==> config.mk <==
export PLATFORM = sky130hd
export DESIGN_NAME = angle_output_interfaces
export DESIGN_NICKNAME = d
export VERILOG_FILES = /design/src/angle_out_pkg.sv /design/src/ssi_slave.sv /design/src/pwm_gen.sv /design/src/angle_output_interfaces.sv
export VERILOG_INCLUDE_DIRS = /design/src
export SDC_FILE = /design/constraint.sdc
export NUM_CORES = 1
export LEC_CHECK = 0
export BUFFER_PORTS_ARGS = -buffer_cell sky130_fd_sc_hd__buf_2
export CAP_MARGIN = 20
export CELL_PAD_IN_SITES_DETAIL_PLACEMENT = 2
export CELL_PAD_IN_SITES_GLOBAL_PLACEMENT = 2
export CORE_MARGIN = 3
export CORE_UTILIZATION = 42
export CTS_BUF_LIST = sky130_fd_sc_hd__clkbuf_8 sky130_fd_sc_hd__clkbuf_16
export CTS_CLUSTER_DIAMETER = 50
export CTS_CLUSTER_SIZE = 40
export DETAILED_ROUTE_END_ITERATION = 6
export PLACE_DENSITY = 0.95
export SYNTH_ARGS = -nofsm -noshare
export SYNTH_HDL_FRONTEND = slang
export SYNTH_HIERARCHICAL = 1
export SYNTH_SLANG_ARGS = --single-unit
==> constraint.sdc <==
create_clock -name clk -period 39.2 [get_ports clk]
set_input_delay 1.96 -clock clk [delete_from_list [all_inputs] [get_ports clk]]
set_output_delay 1.96 -clock clk [all_outputs]
set_load 0.05 [all_outputs]
==> src/angle_out_consts.svh <==
// Named constants for the angle output block: register map, reset values, timing.
// Assumes inclusion by bare name from each design file.
`ifndef ANGLE_OUT_CONSTS_SVH
`define ANGLE_OUT_CONSTS_SVH

`define REG_INDEX_SHAPE   6'h04
`define REG_PPR_LO        6'h07
`define REG_PPR_HI        6'h08
`define REG_LOCK          6'h09
`define PPR_RESET         10'h3FF
`define CAP_RESET         3'h0
`define INDEX_RESET       8'h00
`define LOCK_BIT          0
`define IDX_OFFSET_LSB    0
`define IDX_WIDTH_LSB     2
`define CAP_LSB           2
`define CLK_HZ            40000000
`define CLK_NS            25
`define INCR_FMAX_HZ      16000000
`define MONO_NS           33000
`define SSI_CYCLES        5'd17
`define SSI_WORD          16
`define CRC_POLY_REFL     4'hC
`define POS_BITS          12
`define PWM_HZ            972
`define PWM_LEAD          15'd32
`define PWM_FRAME         (16384 + 64)

`endif

==> src/angle_out_pkg.sv <==
// Types for the angle output block: the packed state of each module.
// Assumes the constants header is compiled alongside.
package angle_out_pkg;

    typedef struct packed {
        logic        sync1;
        logic        sync2;
        logic        prev;
        logic        busy;
        logic [4:0]  cnt;
        logic [15:0] shreg;
        logic [10:0] mono;
        logic        dout;
    } ssi_state_t;

    typedef struct packed {
        logic [25:0] acc;
        logic [14:0] unit;
        logic [13:0] duty;
        logic        out;
    } pwm_state_t;

    typedef struct packed {
        logic [7:0]  index_shape;
        logic [9:0]  ppr;
        logic [2:0]  cap;
        logic        lock;
        logic [7:0]  rdata;
        logic [15:0] frame;
        logic        fvalid;
        logic [15:0] filt;
        logic        started;
        logic [11:0] cur;
        logic [7:0]  ratecnt;
        logic        qa;
        logic        qb;
        logic        qz;
    } main_state_t;

endpackage

==> src/ssi_slave.sv <==
// SSI slave that shifts out a frozen angle word on the master's clock.
// Assumes angle_in is on clk; ssi_clock_in is an asynchronous pin.
`include "angle_out_consts.svh"
`timescale 1ns/100ps
`default_nettype none

module ssi_slave #(
    parameter int ANGLE_W = 16
) (
    input  wire logic        clk,
    input  wire logic        rst_n,
    input  wire logic [15:0] angle_in,
    input  wire logic        ssi_clock_in,
    output logic             ssi_data_out
);

    localparam logic [10:0] MONO_CYC = 11'((`MONO_NS + `CLK_NS - 1) / `CLK_NS);

    angle_out_pkg::ssi_state_t s_ff, nxt_s;
    logic rise;
    logic fall;

    assign ssi_data_out = s_ff.dout;

    always_comb begin
        nxt_s = s_ff;
        nxt_s.sync1 = ssi_clock_in;
        nxt_s.sync2 = s_ff.sync1;
        nxt_s.prev = s_ff.sync2;
        rise = s_ff.sync2 & ~s_ff.prev;
        fall = ~s_ff.sync2 & s_ff.prev;
        if (rise && !s_ff.busy) begin
            nxt_s.busy = 1'b1;
            nxt_s.cnt = 5'd1;
            nxt_s.shreg = angle_in << (`SSI_WORD - ANGLE_W);
            nxt_s.mono = MONO_CYC;
        end else if (rise) begin
            nxt_s.mono = MONO_CYC;
            if (s_ff.cnt < `SSI_CYCLES) begin
                nxt_s.dout = s_ff.shreg[15];
                nxt_s.shreg = {s_ff.shreg[14:0], 1'b0};
                nxt_s.cnt = s_ff.cnt + 5'd1;
            end else begin
                nxt_s.dout = 1'b0;
            end
        end else if (fall && s_ff.busy) begin
            nxt_s.mono = MONO_CYC;
        end else if (s_ff.busy && s_ff.sync2) begin
            if (s_ff.mono == 11'd0) begin
                nxt_s.busy = 1'b0;
                nxt_s.dout = 1'b1;
            end else begin
                nxt_s.mono = s_ff.mono - 11'd1;
            end
        end
    end

    always_ff @(posedge clk) begin
        if (!rst_n) begin
            s_ff <= '{sync1: 1'b1, sync2: 1'b1, prev: 1'b1, busy: 1'b0, cnt: 5'd0,
                      shreg: 16'h0000, mono: 11'd0, dout: 1'b1};
        end else begin
            s_ff <= nxt_s;
        end
    end

endmodule // ssi_slave

`default_nettype wire

==> src/pwm_gen.sv <==
// PWM output carrying the 14-bit absolute angle, one frame per period.
// Assumes angle_in is on clk.
`include "angle_out_consts.svh"
`timescale 1ns/100ps
`default_nettype none

module pwm_gen (
    input  wire logic        clk,
    input  wire logic        rst_n,
    input  wire logic [15:0] angle_in,
    output logic             pwm_out
);

    // A fractional accumulator keeps the frame rate exact although one time unit
    // is not a whole number of clock cycles.
    localparam logic [25:0] STEP  = 26'(`PWM_HZ * `PWM_FRAME);
    localparam logic [25:0] LIMIT = 26'(`CLK_HZ);
    localparam logic [14:0] LAST  = 15'(`PWM_FRAME - 1);

    angle_out_pkg::pwm_state_t s_ff, nxt_s;

    assign pwm_out = s_ff.out;

    always_comb begin
        nxt_s = s_ff;
        nxt_s.acc = s_ff.acc + STEP;
        if (nxt_s.acc >= LIMIT) begin
            nxt_s.acc = nxt_s.acc - LIMIT;
            if (s_ff.unit == LAST) begin
                nxt_s.unit = 15'd0;
                nxt_s.duty = angle_in[15:2];
            end else begin
                nxt_s.unit = s_ff.unit + 15'd1;
            end
        end
        nxt_s.out = nxt_s.unit < (`PWM_LEAD + {1'b0, nxt_s.duty});
    end

    always_ff @(posedge clk) begin
        if (!rst_n) begin
            s_ff <= '{acc: 26'd0, unit: 15'd0, duty: 14'd0, out: 1'b1};
        end else begin
            s_ff <= nxt_s;
        end
    end

endmodule // pwm_gen

`default_nettype wire

==> src/angle_output_interfaces.sv <==
// Angle output side: config registers with write lock, CRC angle frame,
// SSI slave, quadrature with index and rate cap, PWM output.
// Assumes a decoded register request port from the serial framer and an
// angle word on clk from the angle engine.
//
// Overview of operation
// - While write lock is set, configuration writes are ignored; only angle reads and the lock register work.
// - Clearing write lock makes configuration registers writable again.
// - CRC angle answer is 12-bit position MSB first, then 4-bit CRC.
// - CRC uses x^4+x+1, zero init, zero final XOR, reflected in and out.
// - An SSI read starts on a rising SSI clock; at most 17 cycles.
// - First SSI cycle is a dummy; MSB comes in the second cycle.
// - Angles shorter than 16 bits are zero padded; master may stop early.
// - The latched angle stays frozen until last rising edge plus monoflop time.
// - The SSI port only delivers angle data, no register access.
// - Full resolution gives 4096 steps, 1024 A/B periods per turn.
// - Counterclockwise B leads A by quarter period; clockwise A leads B.
// - All quadrature and index outputs are high during power-up.
// - Resolution code N gives N+1 periods and 4(N+1) steps per turn.
// - Rate cap code k limits output frequency to 16 MHz over 2^k.
// - Index gives one rising edge per turn at the zero position.
// - Index width and position are two 2-bit fields at 0x4, reset 00.
// - Quadrature output moves only after angle change exceeds a threshold.
// - PWM carries a 14-bit angle at a 972 Hz frame rate.
// - PWM frame is 16384+64 units; high time is 32 plus angle code.
`include "angle_out_consts.svh"
`timescale 1ns/100ps
`default_nettype none

module angle_output_interfaces #(
    parameter int          ANGLE_W     = 16,
    parameter bit          CRC_OUT     = 1'b1,
    parameter logic [15:0] HYST_LSB    = 16'h0008,
    parameter logic [11:0] IDX_W_UNIT  = 12'd1,
    parameter logic [11:0] IDX_D_UNIT  = 12'd1
) (
    input  wire logic        clk,
    input  wire logic        rst_n,
    input  wire logic [15:0] angle_in,
    input  wire logic        cfg_wr,
    input  wire logic        cfg_rd,
    input  wire logic [5:0]  cfg_addr,
    input  wire logic [7:0]  cfg_wdata,
    output logic [7:0]       cfg_rdata,
    input  wire logic        angle_rd,
    output logic [15:0]      angle_frame,
    output logic             angle_frame_valid,
    input  wire logic        ssi_clock_in,
    output logic             ssi_data_out,
    output logic             quad_a,
    output logic             quad_b,
    output logic             quad_index,
    output logic             pwm_out
);

    ////////////////////////////////////////////////////////////////////////////

    // Reflected CRC: each byte goes in LSB first, high byte first.
    function automatic logic [3:0] crc4(input logic [15:0] word);
        logic [3:0] c;
        logic       fb;
        c = 4'h0;
        for (int b = 1; b >= 0; b--) begin
            for (int i = 0; i < 8; i++) begin
                fb = c[0] ^ word[b * 8 + i];
                c = {1'b0, c[3:1]};
                if (fb) begin
                    c = c ^ `CRC_POLY_REFL;
                end
            end
        end
        return c;
    endfunction

    // Least step spacing in cycles; four steps make one output period.
    function automatic logic [7:0] step_gap(input logic [2:0] k);
        longint num;
        longint den;
        num = longint'(`CLK_HZ) << k;
        den = 4 * longint'(`INCR_FMAX_HZ);
        return 8'((num + den - 1) / den);
    endfunction

    ////////////////////////////////////////////////////////////////////////////

    angle_out_pkg::main_state_t s_ff, nxt_s;

    logic        wr_ok;
    logic        rd_ok;
    logic [15:0] diff;
    logic [15:0] mag;
    logic [12:0] steps;
    logic [28:0] prod;
    logic [11:0] target;
    logic [12:0] fwd;
    logic [11:0] nxt_pos;
    logic [11:0] zwin;
    logic [11:0] zw;
    logic [11:0] zd;
    logic [11:0] pos12;

    assign cfg_rdata         = s_ff.rdata;
    assign angle_frame       = s_ff.frame;
    assign angle_frame_valid = s_ff.fvalid;
    assign quad_a            = s_ff.qa;
    assign quad_b            = s_ff.qb;
    assign quad_index        = s_ff.qz;

    always_comb begin
        nxt_s = s_ff;
        nxt_s.fvalid = 1'b0;

        // Register port. The lock register itself stays writable, else the
        // lock could never be lifted.
        wr_ok = cfg_wr && (!s_ff.lock || cfg_addr == `REG_LOCK);
        rd_ok = cfg_rd && (!s_ff.lock || cfg_addr == `REG_LOCK);
        if (wr_ok) begin
            case (cfg_addr)
                `REG_INDEX_SHAPE: nxt_s.index_shape = cfg_wdata;
                `REG_PPR_LO: nxt_s.ppr[7:0] = cfg_wdata;
                `REG_PPR_HI: begin
                    nxt_s.ppr[9:8] = cfg_wdata[1:0];
                    nxt_s.cap = cfg_wdata[`CAP_LSB +: 3];
                end
                `REG_LOCK: nxt_s.lock = cfg_wdata[`LOCK_BIT];
                default: begin
                end
            endcase
        end
        if (rd_ok) begin
            case (cfg_addr)
                `REG_INDEX_SHAPE: nxt_s.rdata = s_ff.index_shape;
                `REG_PPR_LO: nxt_s.rdata = s_ff.ppr[7:0];
                `REG_PPR_HI: nxt_s.rdata = {3'b000, s_ff.cap, s_ff.ppr[9:8]};
                `REG_LOCK: nxt_s.rdata = {7'b0000000, s_ff.lock};
                default: nxt_s.rdata = 8'h00;
            endcase
        end

        // Angle read answer.
        pos12 = angle_in[15 -: `POS_BITS];
        if (angle_rd) begin
            nxt_s.fvalid = 1'b1;
            if (CRC_OUT) begin
                nxt_s.frame = {pos12, crc4({4'h0, pos12})};
            end else begin
                nxt_s.frame = angle_in;
            end
        end

        // Hysteresis on the angle seen by the quadrature path.
        diff = angle_in - s_ff.filt;
        mag = diff[15] ? (16'h0000 - diff) : diff;
        if (mag > HYST_LSB) begin
            nxt_s.filt = angle_in;
        end

        // Target step position within one turn.
        steps = {11'(s_ff.ppr) + 11'd1, 2'b00};
        prod = {13'd0, s_ff.filt} * {16'd0, steps};
        target = prod[27:16];

        fwd = (target >= s_ff.cur) ? {1'b0, target - s_ff.cur}
                                   : {1'b0, target} + steps - {1'b0, s_ff.cur};
        nxt_pos = s_ff.cur;
        if (!s_ff.started) begin
            nxt_s.started = 1'b1;
            nxt_pos = target;
            nxt_s.ratecnt = step_gap(s_ff.cap);
        end else if (s_ff.ratecnt != 8'd0) begin
            nxt_s.ratecnt = s_ff.ratecnt - 8'd1;
        end else if (target != s_ff.cur) begin
            nxt_s.ratecnt = step_gap(s_ff.cap) - 8'd1;
            // A shrunk resolution can leave the position beyond the new turn;
            // walking it down keeps A and B changing one at a time.
            if ({1'b0, s_ff.cur} < steps && fwd <= {1'b0, steps[12:1]}) begin
                nxt_pos = ({1'b0, s_ff.cur} + 13'd1 == steps) ? 12'd0 : s_ff.cur + 12'd1;
            end else begin
                nxt_pos = (s_ff.cur == 12'd0) ? 12'(steps - 13'd1) : s_ff.cur - 12'd1;
            end
        end
        nxt_s.cur = nxt_pos;

        // Rising angle walks 00,10,11,01 on A,B so A leads; falling reverses.
        nxt_s.qa = nxt_pos[1] ^ nxt_pos[0];
        nxt_s.qb = nxt_pos[1];

        zw = (12'(s_ff.index_shape[`IDX_WIDTH_LSB +: 2]) + 12'd1) * IDX_W_UNIT;
        zd = 12'(s_ff.index_shape[`IDX_OFFSET_LSB +: 2]) * IDX_D_UNIT;
        zwin = (nxt_pos >= zd) ? nxt_pos - zd : 12'(nxt_pos + steps - {1'b0, zd});
        nxt_s.qz = zwin < zw;
    end

    always_ff @(posedge clk) begin
        if (!rst_n) begin
            s_ff <= '{index_shape: `INDEX_RESET, ppr: `PPR_RESET, cap: `CAP_RESET,
                      lock: 1'b0, rdata: 8'h00, frame: 16'h0000, fvalid: 1'b0,
                      filt: 16'h0000, started: 1'b0, cur: 12'd0, ratecnt: 8'd0,
                      qa: 1'b1, qb: 1'b1, qz: 1'b1};
        end else begin
            s_ff <= nxt_s;
        end
    end

    ////////////////////////////////////////////////////////////////////////////

    // The SSI path sees only the angle; it has no route to the registers.
    ssi_slave #(
        .ANGLE_W (ANGLE_W)
    ) u_ssi (
        .clk          (clk),
        .rst_n        (rst_n),
        .angle_in     (angle_in),
        .ssi_clock_in (ssi_clock_in),
        .ssi_data_out (ssi_data_out)
    );

    pwm_gen u_pwm (
        .clk      (clk),
        .rst_n    (rst_n),
        .angle_in (angle_in),
        .pwm_out  (pwm_out)
    );

endmodule // angle_output_interfaces

`default_nettype wire

==> impl_metrics.ini, run 1 <==
[setup_path]
end_of_the_critical_path = quad_index
worst_setup_startpoint = s_ff[69]
ff2ff_setup_slack_ns = 19.03
crit_path_end_kind = flop
cp_slowest_stage_delay_ns = 0.90
critPathArrivalTime_ns = 20.65
worst_r2r_endpoint = quad_index
critical_path_start_end_classification = flop to flop
path_depth = 69
rr_worst_depth = 69
worst-endpoint-required_ns = 39.68
cp-start-kind = flop
timing.critical_path.fanout_max = 20
crit_slowest_cell = sky130_fd_sc_hd__fa_1
critical-path-top-cell-by-count = sky130_fd_sc_hd__a21oi_1
timing.critical_path.buf_inv = 7
cpLargestDelayFamily = compound AO/OA/AOI/OAI gates
crit-reg2reg-launch = s_ff[69]

[worst_hold_path]
worstHoldPathType = flop to flop

[floorplan]
core_area_sq_um = 54350
dieArea_sq_um = 58260
io_pins = 66
start_util = 0.4282
standard_cell_row_count = 85
die_y_um = 241.4
fp.dieW_um = 241.4

[finish]
layout-drive-gt1-share = 0.08653
areaGrowthSynthToFinish_pct = 6.382
final_cell_count_no_fill = 3693
most_used_cells_in_the_layout_excluding_fill_and_tap_cells = 299 x sky130_fd_sc_hd__nor2_1, 279 x sky130_fd_sc_hd__nand2_1, 273 x sky130_fd_sc_hd__inv_1
commonest_non_fill_non_tap_cell_in_the_layout = sky130_fd_sc_hd__nor2_1
n_fill_cell = 6006
finished_layout_cell_area_sq_um = 24760
num-nets-final = 3294

[yosys]
synth.cell_area_sq_um = 23270
synth_nets = 3337
yosys-mux-area-fraction = 0.04108
synth_top_area_share = 0.1480
synth_top_family_by_area = simple AND/OR/NAND/NOR gates
post_synth_xor_area_fraction = 0.08006
yosys_register_bits = 172
syn_area_cell_sq_um = 7.817
yosysSeqAreaShare = 0.1480
synth_top_flop_cell = sky130_fd_sc_hd__dfxtp_1
syn_inst = 2977
number_of_flops_mapped_to_enable_cells_by_yosys = 0
synth_adder_area_share = 0.2192
synth_compound_gate_area_share = 0.2113
synth_simple_gate_area_share = 0.2217
yosys_warnings = 6
synth_area_leaders = sky130_fd_sc_hd__dfxtp_1 15%, sky130_fd_sc_hd__fa_1 12%, sky130_fd_sc_hd__ha_1 10%, sky130_fd_sc_hd__xnor2_1 5.7%, sky130_fd_sc_hd__nor2_1 4.8%
async_flop_share = 0
yosys_cell_types = 133
post-synth-top-area-cell = sky130_fd_sc_hd__dfxtp_1

[clock_tree]
post_cts_resize_count = 0
cts_root_buffer = sky130_fd_sc_hd__clkbuf_16
tritoncts = built
cts_buffers = 17
cts.sinks = 172
clk_transition_reported_paths_ns = 0.09
htreeDepth = 4
max-clock-path-buffers = 2
cts_setup_buffers = 0
cts_hold_buf = 0
clk_latency_ns = 0.54

[placement]
dpl.cell_count = 3646
place.port_buffers = 65
globalplace.congestion = 0.9593
dpl-instance-area_sq_um = 24030
post-dp-hpwl_um = 88900

[sta]
fin_hold_ws_ns = 0.4293
max-slew-margin-rel = 0.1417
hold_viol_final = 0
post_layout_minimum_cycle_time_ns = 20.17
max_slew.worst_pin.slew_ns = 1.287
worst_skew_ns = 0.02675
maxSlewViolCount = 0
peak_clock_frequency_supported_by_timing_ghz = 0.04957
setup-tns-final_ns = 0
layout_worst_path_cycle_share = 0.5146
timing.final.setup_violations = 0
grt_setup_unrepaired = no

[power_and_ir_drop]
total_leakage_power_nw = 10.65
worst_ir_drop_vdd_mv = 0.04168
power_density_nw_per_um2 = 43.45

[grt]
global_route.overflow_total = 0
antenna_found_initial = 12
grt_use_total = 0.4592
grt_pass1_wl_um = 198200
grt_start_max_net_pins = 66
vias_in_the_first_global_route = 29320

[detailed_routing]
first_pass_iters = 7
routedWlPerCell_um = 38.78
drc = 21
route.vias.total = 27520
viasPerCell = 7.452
drt_first_iter_violations = 3888
route.antenna.remaining_nets = 0
drt_wl_total_um = 143200

[status]
run_status = finished with violations
violated_checks = design-rule violations

[job]
drv_cap = 0
==> cells in the mapped netlist, types with 9 or more instances <==
master / number
sky130_fd_sc_hd__a221oi_1: 9
sky130_fd_sc_hd__buf_2: 20
sky130_fd_sc_hd__nor2b_1: 24
sky130_fd_sc_hd__a211o_1: 14
sky130_fd_sc_hd__nand2b_1: 34
sky130_fd_sc_hd__nand2_1: 279
sky130_fd_sc_hd__or2_2: 15
sky130_fd_sc_hd__fa_1: 138
sky130_fd_sc_hd__xnor2_1: 151
sky130_fd_sc_hd__a31oi_1: 21
sky130_fd_sc_hd__nand3_1: 76
sky130_fd_sc_hd__a21oi_1: 152
sky130_fd_sc_hd__mux2i_1: 84
sky130_fd_sc_hd__clkbuf_1: 106
sky130_fd_sc_hd__ha_1: 186
sky130_fd_sc_hd__nor2_1: 299
sky130_fd_sc_hd__or3_1: 53
sky130_fd_sc_hd__o31ai_1: 10
sky130_fd_sc_hd__o22ai_1: 13
sky130_fd_sc_hd__dfxtp_1: 172
sky130_fd_sc_hd__xor2_1: 58
sky130_fd_sc_hd__and3_1: 26
sky130_fd_sc_hd__o21ai_0: 124
sky130_fd_sc_hd__a21o_1: 45
sky130_fd_sc_hd__o21a_1: 23
sky130_fd_sc_hd__a22oi_1: 19
sky130_fd_sc_hd__buf_4: 29
sky130_fd_sc_hd__and2_1: 43
sky130_fd_sc_hd__inv_1: 274
sky130_fd_sc_hd__a2111oi_0: 9
sky130_fd_sc_hd__nor4_1: 16
sky130_fd_sc_hd__nand4_1: 32
sky130_fd_sc_hd__a211oi_1: 22
sky130_fd_sc_hd__o21ai_1: 11
sky130_fd_sc_hd__nor3_1: 62
sky130_fd_sc_hd__nor3b_1: 10
sky130_fd_sc_hd__o211ai_1: 40
sky130_fd_sc_hd__o21bai_1: 31
==> sequential cells by signal, indices dropped and copies added, names as in the netlist <==
register and cells:
quad_a 1, angle_frame_valid 1, u_ssi/s_ff 34, s_ff 59, u_ssi/nxt_s 2, u_pwm/pwm_out 1
u_ssi/ssi_data_out 1, angle_frame 16, cfg_rdata 8, u_pwm/s_ff 47, quad_b 1, quad_index 1
==> cells by family after synthesis <==
kind of cell	count (synthesis)
and+or+nand+nor	1043
AOI/OAI and AO/OA	690
buffers and inverters	442
adders and majority gates	325
xor gates and xnor gates	211
DFF	172
muxes	94
==> worst min-delay path by stage <==
| stage | startpoint | to | slack, ns | cells past startpoint |
|---|---|---|---|---|
| after floorplan | u_ssi/nxt_s[35] | u_ssi/nxt_s[34] | 0.39 | 1 |
| after global placement | u_ssi/nxt_s[35] | u_ssi/nxt_s[34] | 0.43 | 1 |
| after detailed placement | u_ssi/nxt_s[35] | u_ssi/nxt_s[34] | 0.44 | 1 |
| after CTS | u_ssi/nxt_s[35] | u_ssi/nxt_s[34] | 0.44 | 1 |
| after global routing | u_ssi/nxt_s[35] | u_ssi/nxt_s[34] | 0.44 | 1 |
| final | u_ssi/nxt_s[35] | u_ssi/nxt_s[34] | 0.43 | 1 |
==> metal layers <==
layer  global-route usage  share of wire
met2               0.7331           0.43
met3               0.1325           0.12
met1               0.5017           0.33
met5                    0        0.00038
met4               0.3983           0.11
==> cell type report <==
| type | count | area (sq um) | area share |
|---|---|---|---|
| Inverter | 275 | 1032 | 0.04170 |
| Sequential cell | 172 | 3445 | 0.1391 |
| Clock inverter | 14 | 167.7 | 0.006773 |
| Multi-Input combinational cell | 2363 | 18050 | 0.7293 |
| Clock buffer | 18 | 439.2 | 0.01774 |
| Tap cell | 739 | 924.6 | 0.03735 |
| Timing Repair Buffer | 105 | 674.4 | 0.02724 |
| Antenna cell | 7 | 17.52 | 0.0007076 |
==> report_power, final <==
part | internal [W] | switching [W]
Sequential | 0.000190 | 0.0000459
Combinational | 0.000205 | 0.000439
Clock | 0.0000879 | 0.000107
==> per-stage QoR <==
stage	setup WS [ns]	utilization	total power (W)
floorplan	25.30	-	0.0005932
CTS	19.36	0.4533	0.001012
detailed placement	20.27	0.4421	0.0007842
global route	18.77	0.4553	0.001098
global placement	22.90	0.4419	0.0006936
finish	19.03	0.4555	0.001076
(Power assumes the default switching activity.)
==> run 2: changes to the inputs <==
--- a/config.mk
+++ b/config.mk
@@ -11,12 +11,12 @@
 export CELL_PAD_IN_SITES_DETAIL_PLACEMENT = 2
 export CELL_PAD_IN_SITES_GLOBAL_PLACEMENT = 2
 export CORE_MARGIN = 3
-export CORE_UTILIZATION = 42
+export CORE_UTILIZATION = 36
 export CTS_BUF_LIST = sky130_fd_sc_hd__clkbuf_8 sky130_fd_sc_hd__clkbuf_16
 export CTS_CLUSTER_DIAMETER = 50
 export CTS_CLUSTER_SIZE = 40
 export DETAILED_ROUTE_END_ITERATION = 6
-export PLACE_DENSITY = 0.95
+export PLACE_DENSITY = 0.92
 export SYNTH_ARGS = -nofsm -noshare
 export SYNTH_HDL_FRONTEND = slang
 export SYNTH_HIERARCHICAL = 1
==> constraint.sdc (replaced) <==
create_clock -name clk -period 16.74 [get_ports clk]
set_input_delay 0.837 -clock clk [delete_from_list [all_inputs] [get_ports clk]]
set_output_delay 0.837 -clock clk [all_outputs]
set_load 0.05 [all_outputs]
==> impl_metrics.ini, run 2 (synthesis gave the netlist of run 1 again) <==
[status]
run_status = finished with violations
violated_checks = max-capacitance violations, max-slew violations, negative setup slack

[setup_path]
timing.critical_path.buf_inv = 7
critical_path_start_end_classification = flop to flop
critPathArrivalTime_ns = 18.01
crit-reg2reg-launch = s_ff[71]
rr_worst_depth = 66
cpLargestDelayFamily = compound AO/OA/AOI/OAI gates
cp-start-kind = flop
crit_slowest_cell = sky130_fd_sc_hd__fa_1
timing.critical_path.fanout_max = 9
cp_slowest_stage_delay_ns = 0.86
critical-path-top-cell-by-count = sky130_fd_sc_hd__a21o_1
worst-endpoint-required_ns = 17.18
crit_path_end_kind = flop
ff2ff_setup_slack_ns = -0.84
worst_r2r_endpoint = quad_index

[floorplan]
io_pins = 66
standard_cell_row_count = 92
dieArea_sq_um = 67720
start_util = 0.3662
die_y_um = 260.2
fp.dieW_um = 260.2
core_area_sq_um = 63540

[power_and_ir_drop]
swShare = 0.5340
total_leakage_power_nw = 10.80
power.total_w = 0.002547
switchingPower_w = 0.001360
power.share.combinational = 0.609
power_density_nw_per_um2 = 100.9
clkPwrFrac = 0.176
p_int_w = 0.001187
worst_ir_drop_vdd_mv = 0.08007
seq_power_share = 0.215

[placement]
dpl-instance-area_sq_um = 24160
globalplace.congestion = 0.9368
pre_cts_slack_ns = -1.046
post-dp-hpwl_um = 80960
place.port_buffers = 65

[clock_tree]
cts_buffers = 17
clk_transition_reported_paths_ns = 0.08
clk_latency_ns = 0.52
tritoncts = built
max-clock-path-buffers = 2
cts.sinks = 172
htreeDepth = 4
cts_root_buffer = sky130_fd_sc_hd__clkbuf_16

[finish]
biggestRegsByFlops = s_ff x59, u_pwm/s_ff x47, u_ssi/s_ff x34
finished_layout_cell_area_sq_um = 25240
most_used_cells_in_the_layout_excluding_fill_and_tap_cells = 296 x sky130_fd_sc_hd__nor2_1, 276 x sky130_fd_sc_hd__nand2_1, 271 x sky130_fd_sc_hd__inv_1
num-nets-final = 3312
layout-drive-gt1-share = 0.1029
areaGrowthSynthToFinish_pct = 8.447
register_with_the_most_flip_flops = s_ff
commonest_non_fill_non_tap_cell_in_the_layout = sky130_fd_sc_hd__nor2_1
largest_reg_flops = 59

[detailed_routing]
route.vias.total = 26740
first_pass_iters = 6
route.antenna.remaining_nets = 0
viasPerCell = 7.003
drt_wl_total_um = 138700
drc = 0
drt_first_iter_violations = 3536
routedWlPerCell_um = 36.34

[job]
drv_cap = 1

[worst_hold_path]
whs_endpoint = u_ssi/nxt_s[34]
timing.hold.worst.start = u_ssi/nxt_s[35]
worstHoldPathType = flop to flop
worstHoldPathCells = 1

[grt]
grt_pass1_wl_um = 175400
grt_use_total = 0.3382
grt_start_max_net_pins = 67
antenna_found_initial = 12
global_route.overflow_total = 0
vias_in_the_first_global_route = 27600

[sta]
max-slew-margin-rel = -0.1155
maxSlewViolCount = 3
fin_hold_ws_ns = 0.4227
worst_skew_ns = 0.02880
layout_worst_path_cycle_share = 1.050
hold_viol_final = 0
post_layout_minimum_cycle_time_ns = 17.58
timing.final.setup_violations = 1
postLayoutSetupSlackWorst_ns = -0.8352
max_slew.worst_pin.slew_ns = 1.658
peak_clock_frequency_supported_by_timing_ghz = 0.05690
## run 2: worst max-delay path by stage
| stage | depth (start not counted) | from | to | slack [ns] |
|---|---|---|---|---|
| after floorplan | 68 | s_ff[69] | quad_index | 2.84 |
| after global placement | 68 | s_ff[70] | quad_index | 0.95 |
| after detailed placement | 68 | s_ff[70] | quad_index | -1.05 |
| after CTS | 66 | s_ff[73] | quad_index | 0.01 |
| after global routing | 66 | s_ff[71] | quad_index | -1.12 |
| final | 66 | s_ff[71] | quad_index | -0.84 |
## run 2: repair_timing
| item | CTS | global route |
|---|---|---|
| resized for setup | 9 | 38 |
| setup endpoints to repair | 1 | 1 |
| hold buffers | 0 | 0 |
| setup buffers | 1 | 19 |
| gates cloned | 0 | 1 |
| pin swaps | 1 | 8 |
## run 2: power by group through the flow
stage                     Combinational (W)  Sequential (W)  Clock (W)
final                               0.00155        0.000548   0.000449
after global routing                0.00160        0.000549   0.000463
after CTS                           0.00131        0.000536   0.000443
after detailed placement            0.00124        0.000542          0
after global placement              0.00110        0.000534          0
after floorplan                    0.000901        0.000488          0
## run 2: area by class of cell
type,count,area [sq um]
fill,7197,38310
multi-input combinational,2364,18250
sequential,172,3447
tap,846,1059
inverter,275,1036
timing repair buffer,122,835.8
clock buffer,17,425.4
clock inverter,14,167.7
antenna,8,20.02
## run 2: stage by stage
step	std cells	util	setup TNS, ns
after floorplan	2977	-	0
after global placement	3752	0.3802	0
after detailed placement	3752	0.3802	-1.046
after CTS	3784	0.3904	0
after global routing	3813	0.3970	-1.124
final	3818	0.3972	-0.8352
## run 2: routing by layer
layer	routed length, um	track usage	vias up	share of wire
li1	-	-	10300	-
met1	48060	0.3732	13120	0.35
met2	61290	0.5738	2264	0.44
met3	14180	0.07489	1056	0.10
met4	15190	0.2431	2	0.11
met5	9	0	-	0.000065
